`src/shared/dac_bus_pkg.sv`:
```
// Purpose: constants shared by the cable-bus host end and the eight-channel converter board end
// Assumes: byte-wide cable bus with 64 locations, one system clock
// Notes:   host window offsets and board function offsets are byte locations
package dac_bus_pkg;
  // cable bus geometry
  localparam int unsigned LOC_W        = 6;
  localparam int unsigned DATA_W       = 8;
  localparam int unsigned CODE_W       = 12;
  localparam int unsigned CHAN_N       = 8;
  localparam int unsigned CHSEL_W      = 3;
  // board function offsets from the board location
  localparam logic [2:0] OFS_DATA_HIGH  = 3'h0;
  localparam logic [2:0] OFS_DATA_LOW   = 3'h1;
  localparam logic [2:0] OFS_CHAN_SEL   = 3'h2;
  localparam logic [2:0] OFS_JOINT_MASK = 3'h3;
  localparam logic [2:0] OFS_TRIG_A     = 3'h4;
  localparam logic [2:0] OFS_TRIG_D     = 3'h7;
  // host driver window, relative to its base
  localparam logic [1:0] HOST_DATA_PATH   = 2'h0;
  localparam logic [1:0] HOST_LOC_POINTER = 2'h1;
  localparam logic [1:0] HOST_SOFT_RESET  = 2'h2;
  localparam logic [1:0] HOST_RESERVED    = 2'h3;
  // host status register bit positions (read at the reserved slot)
  localparam int unsigned STAT_RDVALID_BIT = 0;
  // reset values
  localparam logic [7:0]  RST_BYTE  = 8'h00;
  localparam logic [11:0] RST_CODE  = 12'h000;
  localparam logic [5:0]  RST_LOC   = 6'h00;
  // code landmarks, both codings
  localparam logic [11:0] CODE_MID  = 12'h800;
  localparam logic [11:0] CODE_TOP  = 12'hFFF;
endpackage

```
`src/shared/dac_bus_if.sv`:
```
// Purpose: byte-wide cable bus between host driver and converter board
// Assumes: both ends on i_clk_sys; host drives every strobe
// Notes:   rd_data is answered by the board one cycle after rd_stb
interface dac_bus_if;
  logic [5:0] loc;        // pointed bus location
  logic [7:0] wr_data;    // byte toward the board
  logic       wr_stb;     // one-cycle write strobe
  logic       rd_stb;     // one-cycle read strobe
  logic       soft_rst;   // one-cycle software reset pulse
  logic [7:0] rd_data;    // readback byte from the board
  logic       rd_valid;   // board answered the read
  modport host (output loc, output wr_data, output wr_stb, output rd_stb, output soft_rst,
                input rd_data, input rd_valid);
  modport board (input loc, input wr_data, input wr_stb, input rd_stb, input soft_rst,
                 output rd_data, output rd_valid);
endinterface

```
`src/core/dac_bus_board.sv`:
```
// Purpose: eight-channel 12-bit double-buffered converter board register end
// Assumes: host end drives one-cycle strobes on i_clk_sys
// Notes:   converter codes are raw; coding chosen per channel by i_bipolar
// Overview of operation
// decode eight locations from board location
// host pointer selects any of 64
// host window: data, pointer, reset, reserved
// host points before each byte
// soft reset clears outputs, channel, mask
// jumper chooses clear or hold
// data latched, converters load on update
// offset zero high, one low latch
// offset two selects, reads channel
// high byte write updates selected channel
// offset three write-only joint mask
// offsets four-seven update masked channels
// unipolar code straight binary
// bipolar code complementary offset binary
// high byte MSBs, low D7-D4
// unwritten low byte reads zeros
// host selects channel, then writes data
// low byte before high byte
//
// Design decision made here: the strobed register port.
module dac_bus_board #(
  parameter logic [5:0] BOARD_LOC = 6'h10   // switch-set board location
) (
  input  wire logic         i_clk_sys,
  input  wire logic         i_nrst,
  input  wire logic         i_reset_response_jumper, // high: clear on reset
  input  wire logic [7:0]   i_bipolar,               // per-channel coding
  output logic      [95:0]  o_dac_code,              // eight 12-bit codes
  output logic      [7:0]   o_joint_update_sel,
  output logic      [2:0]   o_chan_sel,
  output logic      [95:0]  o_out_level,             // level: unipolar unsigned, bipolar signed
  dac_bus_if.board          bus
);
  // latches and decode for the eight locations; converters are modelled as
  // registered codes, with a level beside each that follows the channel's coding
  logic       jmp_meta_q;   // jumper synchroniser stage one
  logic       jmp_q;        // jumper, synchronised
  logic [7:0] bip_meta_q;   // coding strap synchroniser stage one
  logic [7:0] bip_q;        // coding strap, synchronised
  logic [1:0] init_q;       // cycles since reset release, saturating
  logic       init_clr;     // one-cycle power-up clear
  logic [7:0] hi_q;         // high data byte latch
  logic [3:0] lo_q;         // low nibble latch
  logic       hit;          // access falls in our eight locations
  logic [2:0] ofs;          // function offset
  logic       wr_hit;       // write strobe aimed at our locations
  logic       trig;         // write to one of the update triggers
  logic       load_hi;      // write to the high data byte
  logic       clr;          // clearing action: power-up, or soft reset with jumper set

  // output level per coding: unipolar is the code itself, unsigned;
  // bipolar is two's complement, positive for codes below mid-scale
  function automatic logic [11:0] level(input logic [11:0] code, input logic bip);
    if (!bip) begin
      // straight binary
      level = code;
    end else if (code == dac_bus_pkg::RST_CODE) begin
      // code zero is positive full scale, one step short of 2048 to fit
      level = dac_bus_pkg::CODE_MID - 12'h001;
    end else begin
      // complementary offset binary, mid-scale is zero
      level = dac_bus_pkg::CODE_MID - code;
    end
  endfunction

  // zero-volt code: mid-scale for a bipolar channel, zero for a unipolar one
  function automatic logic [11:0] zero_code(input logic bip);
    zero_code = bip ? dac_bus_pkg::CODE_MID : dac_bus_pkg::RST_CODE;
  endfunction

  // jumper is a pin: two flops first
  always_ff @(posedge i_clk_sys or negedge i_nrst) begin
    if (!i_nrst) begin
      jmp_meta_q <= 1'b0;
      jmp_q      <= 1'b0;
    end else begin
      jmp_meta_q <= i_reset_response_jumper;
      jmp_q      <= jmp_meta_q;
    end
  end

  // coding strap is a pin too: two flops before level and clear logic read it
  always_ff @(posedge i_clk_sys or negedge i_nrst) begin
    if (!i_nrst) begin
      bip_meta_q <= dac_bus_pkg::RST_BYTE;
      bip_q      <= dac_bus_pkg::RST_BYTE;
    end else begin
      bip_meta_q <= i_bipolar;
      bip_q      <= bip_meta_q;
    end
  end

  // power-up clear waits for a settled strap, so bipolar channels get mid-scale;
  // the async reset branch can only load constants
  always_ff @(posedge i_clk_sys or negedge i_nrst) begin
    if (!i_nrst) begin
      init_q <= 2'h0;
    end else if (init_q != 2'h3) begin
      // count up, then stop
      init_q <= init_q + 2'h1;
    end
  end

  // location decode
  always_comb begin
    // offset within our window; wraps harmlessly when out of range
    ofs      = 3'(bus.loc - BOARD_LOC);
    // distance from the board location, modulo the 64-location bus
    hit      = 6'(bus.loc - BOARD_LOC) < 6'h08;
    wr_hit   = bus.wr_stb && hit;
    trig     = wr_hit && ofs >= dac_bus_pkg::OFS_TRIG_A;
    load_hi  = wr_hit && ofs == dac_bus_pkg::OFS_DATA_HIGH;
    // power-up clear fires once, two cycles after release
    init_clr = init_q == 2'h2;
    // soft reset clears only when jumper set
    clr      = (bus.soft_rst && jmp_q) || init_clr;
  end

  // data latches
  // byte placement: full high byte, top nibble of low byte
  always_ff @(posedge i_clk_sys or negedge i_nrst) begin
    if (!i_nrst) begin
      hi_q <= dac_bus_pkg::RST_BYTE;
      lo_q <= 4'h0;
    end else if (load_hi) begin
      // eight most significant code bits
      hi_q <= bus.wr_data;
    end else if (wr_hit && ofs == dac_bus_pkg::OFS_DATA_LOW) begin
      // four least significant code bits; D3..D0 dropped
      lo_q <= bus.wr_data[7:4];
    end
  end

  // channel select
  // reset to channel zero
  always_ff @(posedge i_clk_sys or negedge i_nrst) begin
    if (!i_nrst) begin
      o_chan_sel <= 3'h0;
    end else if (clr) begin
      // clearing action selects the first output channel
      o_chan_sel <= 3'h0;
    end else if (wr_hit && ofs == dac_bus_pkg::OFS_CHAN_SEL) begin
      // three-bit binary channel number
      o_chan_sel <= bus.wr_data[2:0];
    end
  end

  // joint update mask
  always_ff @(posedge i_clk_sys or negedge i_nrst) begin
    if (!i_nrst) begin
      o_joint_update_sel <= dac_bus_pkg::RST_BYTE;
    end else if (clr) begin
      // clearing action drops every channel from joint update
      o_joint_update_sel <= dac_bus_pkg::RST_BYTE;
    end else if (wr_hit && ofs == dac_bus_pkg::OFS_JOINT_MASK) begin
      // bit n includes channel n
      o_joint_update_sel <= bus.wr_data;
    end
  end

  // converter loads; only updates move data (double buffering)
  // load on update only
  always_ff @(posedge i_clk_sys or negedge i_nrst) begin
    if (!i_nrst) begin
      o_dac_code  <= '0;
      o_out_level <= '0;
    end else begin
      for (int c = 0; c < 8; c++) begin
        if (clr) begin
          // zero volts per coding
          o_dac_code[c*12 +: 12]  <= zero_code(bip_q[c]);
          o_out_level[c*12 +: 12] <= dac_bus_pkg::RST_CODE;
        end else if (trig && (o_joint_update_sel[c] || o_chan_sel == 3'(c))) begin
          // masked and individually selected channels update
          o_dac_code[c*12 +: 12]  <= {hi_q, lo_q};
          o_out_level[c*12 +: 12] <= level({hi_q, lo_q}, bip_q[c]);
        end else if (load_hi && o_chan_sel == 3'(c)) begin
          // direct update of selected channel
          // low nibble is zero unless written
          o_dac_code[c*12 +: 12]  <= {bus.wr_data, lo_q};
          o_out_level[c*12 +: 12] <= level({bus.wr_data, lo_q}, bip_q[c]);
        end
      end
    end
  end

  // readback: channel at offset two, zero elsewhere, answered one cycle on
  always_ff @(posedge i_clk_sys or negedge i_nrst) begin
    if (!i_nrst) begin
      bus.rd_data  <= dac_bus_pkg::RST_BYTE;
      bus.rd_valid <= 1'b0;
    end else begin
      // answer only reads aimed at our eight locations
      bus.rd_valid <= bus.rd_stb && hit;
      // channel readback; write-only places read as zero
      bus.rd_data  <= (bus.rd_stb && hit && ofs == dac_bus_pkg::OFS_CHAN_SEL) ? {5'h00, o_chan_sel}
                                                                            : dac_bus_pkg::RST_BYTE;
    end
  end
endmodule

```
`src/flat_wrapper.sv`:
```
// flat-port wrapper written by rule: the top's interface ports become plain ports
module dac_bus_board_flat 
#(
  parameter logic [5:0] BOARD_LOC = 6'h10                               
)
  (i_clk_sys, i_nrst, i_reset_response_jumper, i_bipolar, o_dac_code, o_joint_update_sel, o_chan_sel, o_out_level, bus_loc, bus_wr_data, bus_wr_stb, bus_rd_stb, bus_soft_rst, bus_rd_data, bus_rd_valid);
  dac_bus_if bus_i ();
  input  wire logic i_clk_sys;
  input  wire logic i_nrst;
  input  wire logic i_reset_response_jumper;
  input  wire logic [7:0] i_bipolar;
  output logic      [95:0] o_dac_code;
  output logic      [7:0] o_joint_update_sel;
  output logic      [2:0] o_chan_sel;
  output logic      [95:0] o_out_level;
  input wire logic [$bits(bus_i.loc)-1:0] bus_loc;
  input wire logic [$bits(bus_i.wr_data)-1:0] bus_wr_data;
  input wire logic [$bits(bus_i.wr_stb)-1:0] bus_wr_stb;
  input wire logic [$bits(bus_i.rd_stb)-1:0] bus_rd_stb;
  input wire logic [$bits(bus_i.soft_rst)-1:0] bus_soft_rst;
  output wire logic [$bits(bus_i.rd_data)-1:0] bus_rd_data;
  output wire logic [$bits(bus_i.rd_valid)-1:0] bus_rd_valid;
  assign bus_i.loc = bus_loc;
  assign bus_i.wr_data = bus_wr_data;
  assign bus_i.wr_stb = bus_wr_stb;
  assign bus_i.rd_stb = bus_rd_stb;
  assign bus_i.soft_rst = bus_soft_rst;
  assign bus_rd_data = bus_i.rd_data;
  assign bus_rd_valid = bus_i.rd_valid;
  dac_bus_board #(.BOARD_LOC(BOARD_LOC)) u_core (.i_clk_sys(i_clk_sys), .i_nrst(i_nrst), .i_reset_response_jumper(i_reset_response_jumper), .i_bipolar(i_bipolar), .o_dac_code(o_dac_code), .o_joint_update_sel(o_joint_update_sel), .o_chan_sel(o_chan_sel), .o_out_level(o_out_level), .bus(bus_i));
endmodule
```
`config.mk`:
```
export PLATFORM = sky130hd
export DESIGN_NAME = dac_bus_board_flat
export DESIGN_NICKNAME = d
export VERILOG_FILES = /design/src/shared/dac_bus_pkg.sv /design/src/shared/dac_bus_if.sv /design/src/core/dac_bus_board.sv /design/src/flat_wrapper.sv
export SDC_FILE = /design/constraint.sdc
export NUM_CORES = 1
export LEC_CHECK = 0
export BUFFER_PORTS_ARGS = -buffer_cell sky130_fd_sc_hd__buf_2
export CORE_UTILIZATION = 40
export CTS_CLUSTER_SIZE = 24
export DETAILED_ROUTE_END_ITERATION = 7
export GPL_ROUTABILITY_DRIVEN = 0
export HOLD_SLACK_MARGIN = 0.15
export PLACE_DENSITY_LB_ADDON = 0.2
export SYNTH_ARGS = -nofsm -noshare
export SYNTH_HDL_FRONTEND = slang
export SYNTH_SLANG_ARGS = --single-unit
```
`constraint.sdc`:
```
create_clock -name i_clk_sys -period 5.01 [get_ports i_clk_sys]
set_input_delay 0.2505 -clock i_clk_sys [delete_from_list [all_inputs] [get_ports i_clk_sys]]
set_output_delay 0.2505 -clock i_clk_sys [all_outputs]
set_load 0.005 [all_outputs]
```
==> metrics.yaml <==
outcome:
  outcome: "finished, final reports clean"
drt:
  routed-wl-met3_um: 6482
  top_layer_used: "met4"
  drc: 0
  vias: 13130
  drtIter0Drc: 1963
  wl_um: 54250
  antenna_left: 0
  wl_per_cell_um: 26.46
  met1_length_um: 21760
  routed-wl-met2_um: 23070
  dr.pass1.iters: 6
  vias_per_cell: 6.404
sta:
  fin_crit_ns: 4.033
  tightest_slew_ns: 1.356
  finalSetupViolCount: 0
  final-hold-violation-count: 0
  drv_slew: 0
  finalCritPeriodShare_pct: 80.50
  slew_headroom_pct: 9.622
  hold_ws_ns: 0.1773
  fmax_mhz: 248.0
  tns_ns: 0
  rsz0062_at_grt: "false"
  fin_skew_ns: 0.02761
layout:
  finalNetCount: 1624
  diodes: 0
  layout-drive-gt1-share_pct: 22.79
  multi_input_area_sq_um: 6414
  seq_area_sq_um: 5981
  num-fill-cells: 3104
  final_core_util_pct: 49.07
  syn2layout_area_growth_pct: 19.52
  instances_no_fill: 2050
setup_path:
  r2r_end: "u_core.o_out_level[29]"
  crit_slowest_cell: "nor3b_4"
  worstPathCellList: "clkinv_1 -> ha_1 -> nor3b_4 -> nand3_1 -> o21a_1 -> mux4_2 -> a211oi_1"
  cpLargestDelayFamily: "simple AND/OR/NAND/NOR gates"
  max_stage_delay_ns: 0.71
  worst-r2r-cell-count: 7
  cp.depth: 7
  crit_path_end_kind: "flip-flop"
  crit_required_ns: 5.46
  r2r_slack_ns: 0.98
  start_kind: "flip-flop"
  critPathBufInv: 1
  critPathKind: "flip-flop to flip-flop"
  cp.arrival_ns: 4.48
  worstPathMaxFanout: 15
  reg2reg_from: "u_core.lo_q[1]"
clock_tree:
  cts_sinks: 239
  ctsResizeCount: 0
  clkTransAtPathRegs_ns: 0.06
  postCtsSetupRepairBufs: 0
  cts_root_buffer: "clkbuf_16"
  clk_latency_ns: 0.57
  htreeDepth: 1
  clockBufferDepth: 3
  cts_tree: "built"
  cts_buffers: 28
synth:
  synthArstFlopShare_pct: 100.0
  syn_area_sq_um: 13090
  synth_edf_count: 0
  syn_inst: 1442
  synth_compound_area_share_pct: 22.74
  synth_top_flop_cell: "dfrtp_1"
  synthAdderAreaFrac_pct: 0.2868
  ys_seq_elements: 239
  synth_cell_types: 76
  synth_mux_area_share_pct: 7.361
  synth_top_family_by_area: "compound AO/OA/AOI/OAI gates"
  synth-simple-area-share_pct: 18.01
  yosys_warnings: 0
  ys_seq_area_share_pct: 45.69
  syn_avg_cell_area_sq_um: 9.077
  synth_xor_area_share_pct: 0.1338
global_route:
  antenna_found_initial: 0
  overflow: 0
  grt_pass1_wl_um: 80610
  grt_start_max_net_pins: 127
  grt_use_total_pct: 32.17
  grt_pass1_vias: 12430
placement:
  dpl.hpwl_um: 35600
  io_buffers: 234
  dp.cells: 1982
worst_hold_path:
  hp-class: "input pin to flip-flop"
  whs_path_depth: 4
  hold_end: "u_core.bus.rd_data[2]"
  hp-start: "bus_loc[4]"
floorplanning:
  io_pins: 240
  fp.dieH_um: 182.9
  coreArea_sq_um: 31880
  rows: 65
  dieArea_sq_um: 33450
  initial_core_util_pct: 41.06
  die_w_um: 182.9
pwr:
  ir_worst_vdd_uv: 220.9
  power_leakage_nw: 7.409
  pwr_density_cell_nw_per_um2: 323.8
  total_power_w: 0.005065
flow_run:
  drv_cap: 0
==> routing by layer <==
| layer | vias up | global-route usage [%] |
|---|---|---|
| met5 | - | 0 |
| met4 | 0 | 15.10 |
| met3 | 217 | 8.757 |
| met2 | 970 | 46.27 |
| met1 | 6333 | 44.80 |
| li1 | 5609 | - |
==> worst min-delay path, stage by stage <==
cell,delay (ns)
buf_2,0.11
nand4bb_1,0.11
nor3_1,0.06
and2_1,0.15
==> what timing repair did <==
action,4_1_cts,5_1_grt
hold buffers,16,0
setup endpoints to repair,0,0
endpoints found under the hold margin,138,0
==> cell type report <==
cell class / count / area share [%]
Multi-Input combinational cell: 1022 / 41.00
Timing Repair Buffer: 279 / 10.05
Clock buffer: 39 / 5.391
Clock inverter: 13 / 1.304
Sequential cell: 239 / 38.23
Inverter: 23 / 0.5519
Tap cell: 435 / 3.479
==> cells in the mapped netlist (4+ instances only) <==
| cell | count | area (sq um) |
|---|---|---|
| o211ai_1 | 30 | 225.2 |
| o31a_1 | 9 | 78.83 |
| nor4_2 | 5 | 62.56 |
| o21a_1 | 8 | 60.06 |
| a21o_1 | 11 | 82.58 |
| o21ai_0 | 75 | 375.4 |
| a211oi_1 | 18 | 135.1 |
| or3_1 | 4 | 25.02 |
| o22ai_1 | 4 | 25.02 |
| buf_2 | 8 | 40.04 |
| dfrtp_1 | 239 | 5981 |
| o211a_1 | 6 | 60.06 |
| nor2_1 | 108 | 405.4 |
| buf_1 | 10 | 37.54 |
| a32o_1 | 7 | 70.07 |
| nor3_1 | 63 | 315.3 |
| nor3b_1 | 4 | 30.03 |
| o311ai_0 | 27 | 236.5 |
| o2111ai_1 | 19 | 166.4 |
| a31oi_1 | 17 | 106.4 |
| nand4_1 | 11 | 68.82 |
| o221ai_1 | 8 | 70.07 |
| and2_1 | 7 | 43.79 |
| buf_4 | 5 | 37.54 |
| mux2i_1 | 49 | 490.5 |
| a32oi_1 | 5 | 43.79 |
| nor2b_1 | 4 | 25.02 |
| nand2b_1 | 9 | 56.30 |
| nor4_1 | 16 | 100.1 |
| clkbuf_1 | 134 | 503.0 |
| a311oi_1 | 29 | 254.0 |
| mux4_2 | 13 | 292.8 |
| inv_1 | 20 | 75.07 |
| nand2_1 | 204 | 765.7 |
| a22o_1 | 7 | 61.31 |
| a21oi_1 | 110 | 550.5 |
| o31ai_1 | 13 | 97.59 |
| mux2_2 | 16 | 180.2 |
| nand3_1 | 49 | 245.2 |
==> layout by cell type (no fill, tap or decap), types with 19 or more instances in the layout <==
cell and n:
o211ai_1 30, clkbuf_16 29, inv_1 20, o311ai_0 27, dfrtp_1 239, nor3_1 63, o2111ai_1 19, nand2_1 204
a311oi_1 29, buf_2 233, a21oi_1 109, o21ai_0 75, mux2i_1 49, buf_4 28, nor2_1 107, nand3_1 49
==> flip-flops by register name, summed over array words and instances (netlist names) <==
name	count
u_core.bus.rd_data	3
u_core.o_out_level	96
u_core.jmp_meta_q	1
u_core.o_joint_update_sel	8
u_core.o_dac_code	96
u_core.jmp_q	1
u_core.bus.rd_valid	1
u_core.bip_meta_q	8
u_core.hi_q	8
u_core.bip_q	8
u_core.o_chan_sel	3
u_core.lo_q	4
u_core.init_q	2
==> power by group <==
part | switching, W | internal [W]
clock network | 0.000862 | 0.00143
logic | 0.000472 | 0.000185
registers | 0.000134 | 0.00198
total | 0.00147 | 0.00360
==> stage by stage <==
step	instance area, sq um	setup slack [ns]
floorplan	13100	2.188
global placement	14440	1.321
detailed placement	14440	1.201
CTS	15640	1.181
global route	15640	0.9750
finish	15640	0.9771
==> worst max-delay path by stage <==
| stage | startpoint | end | slack, ns |
|---|---|---|---|
| finish | u_core.lo_q[1] | u_core.o_out_level[29] | 0.98 |
| floorplan | u_core.lo_q[1] | u_core.o_out_level[20] | 2.19 |
| global route | u_core.lo_q[1] | u_core.o_out_level[77] | 0.98 |
| CTS | u_core.lo_q[1] | u_core.o_out_level[89] | 1.18 |
| detailed placement | u_core.lo_q[1] | u_core.o_out_level[89] | 1.20 |
| global placement | u_core.lo_q[1] | u_core.o_out_level[89] | 1.32 |
==> cell families after synthesis <==
logic type | Yosys count
xor gates and xnor gates | 2
AOI/OAI and AO/OA | 429
muxes | 78
and+or+nand+nor | 505
other | 1
buffers and inverters | 185
DFF | 239
adders and majority gates | 3
(Power assumes the default switching activity.)
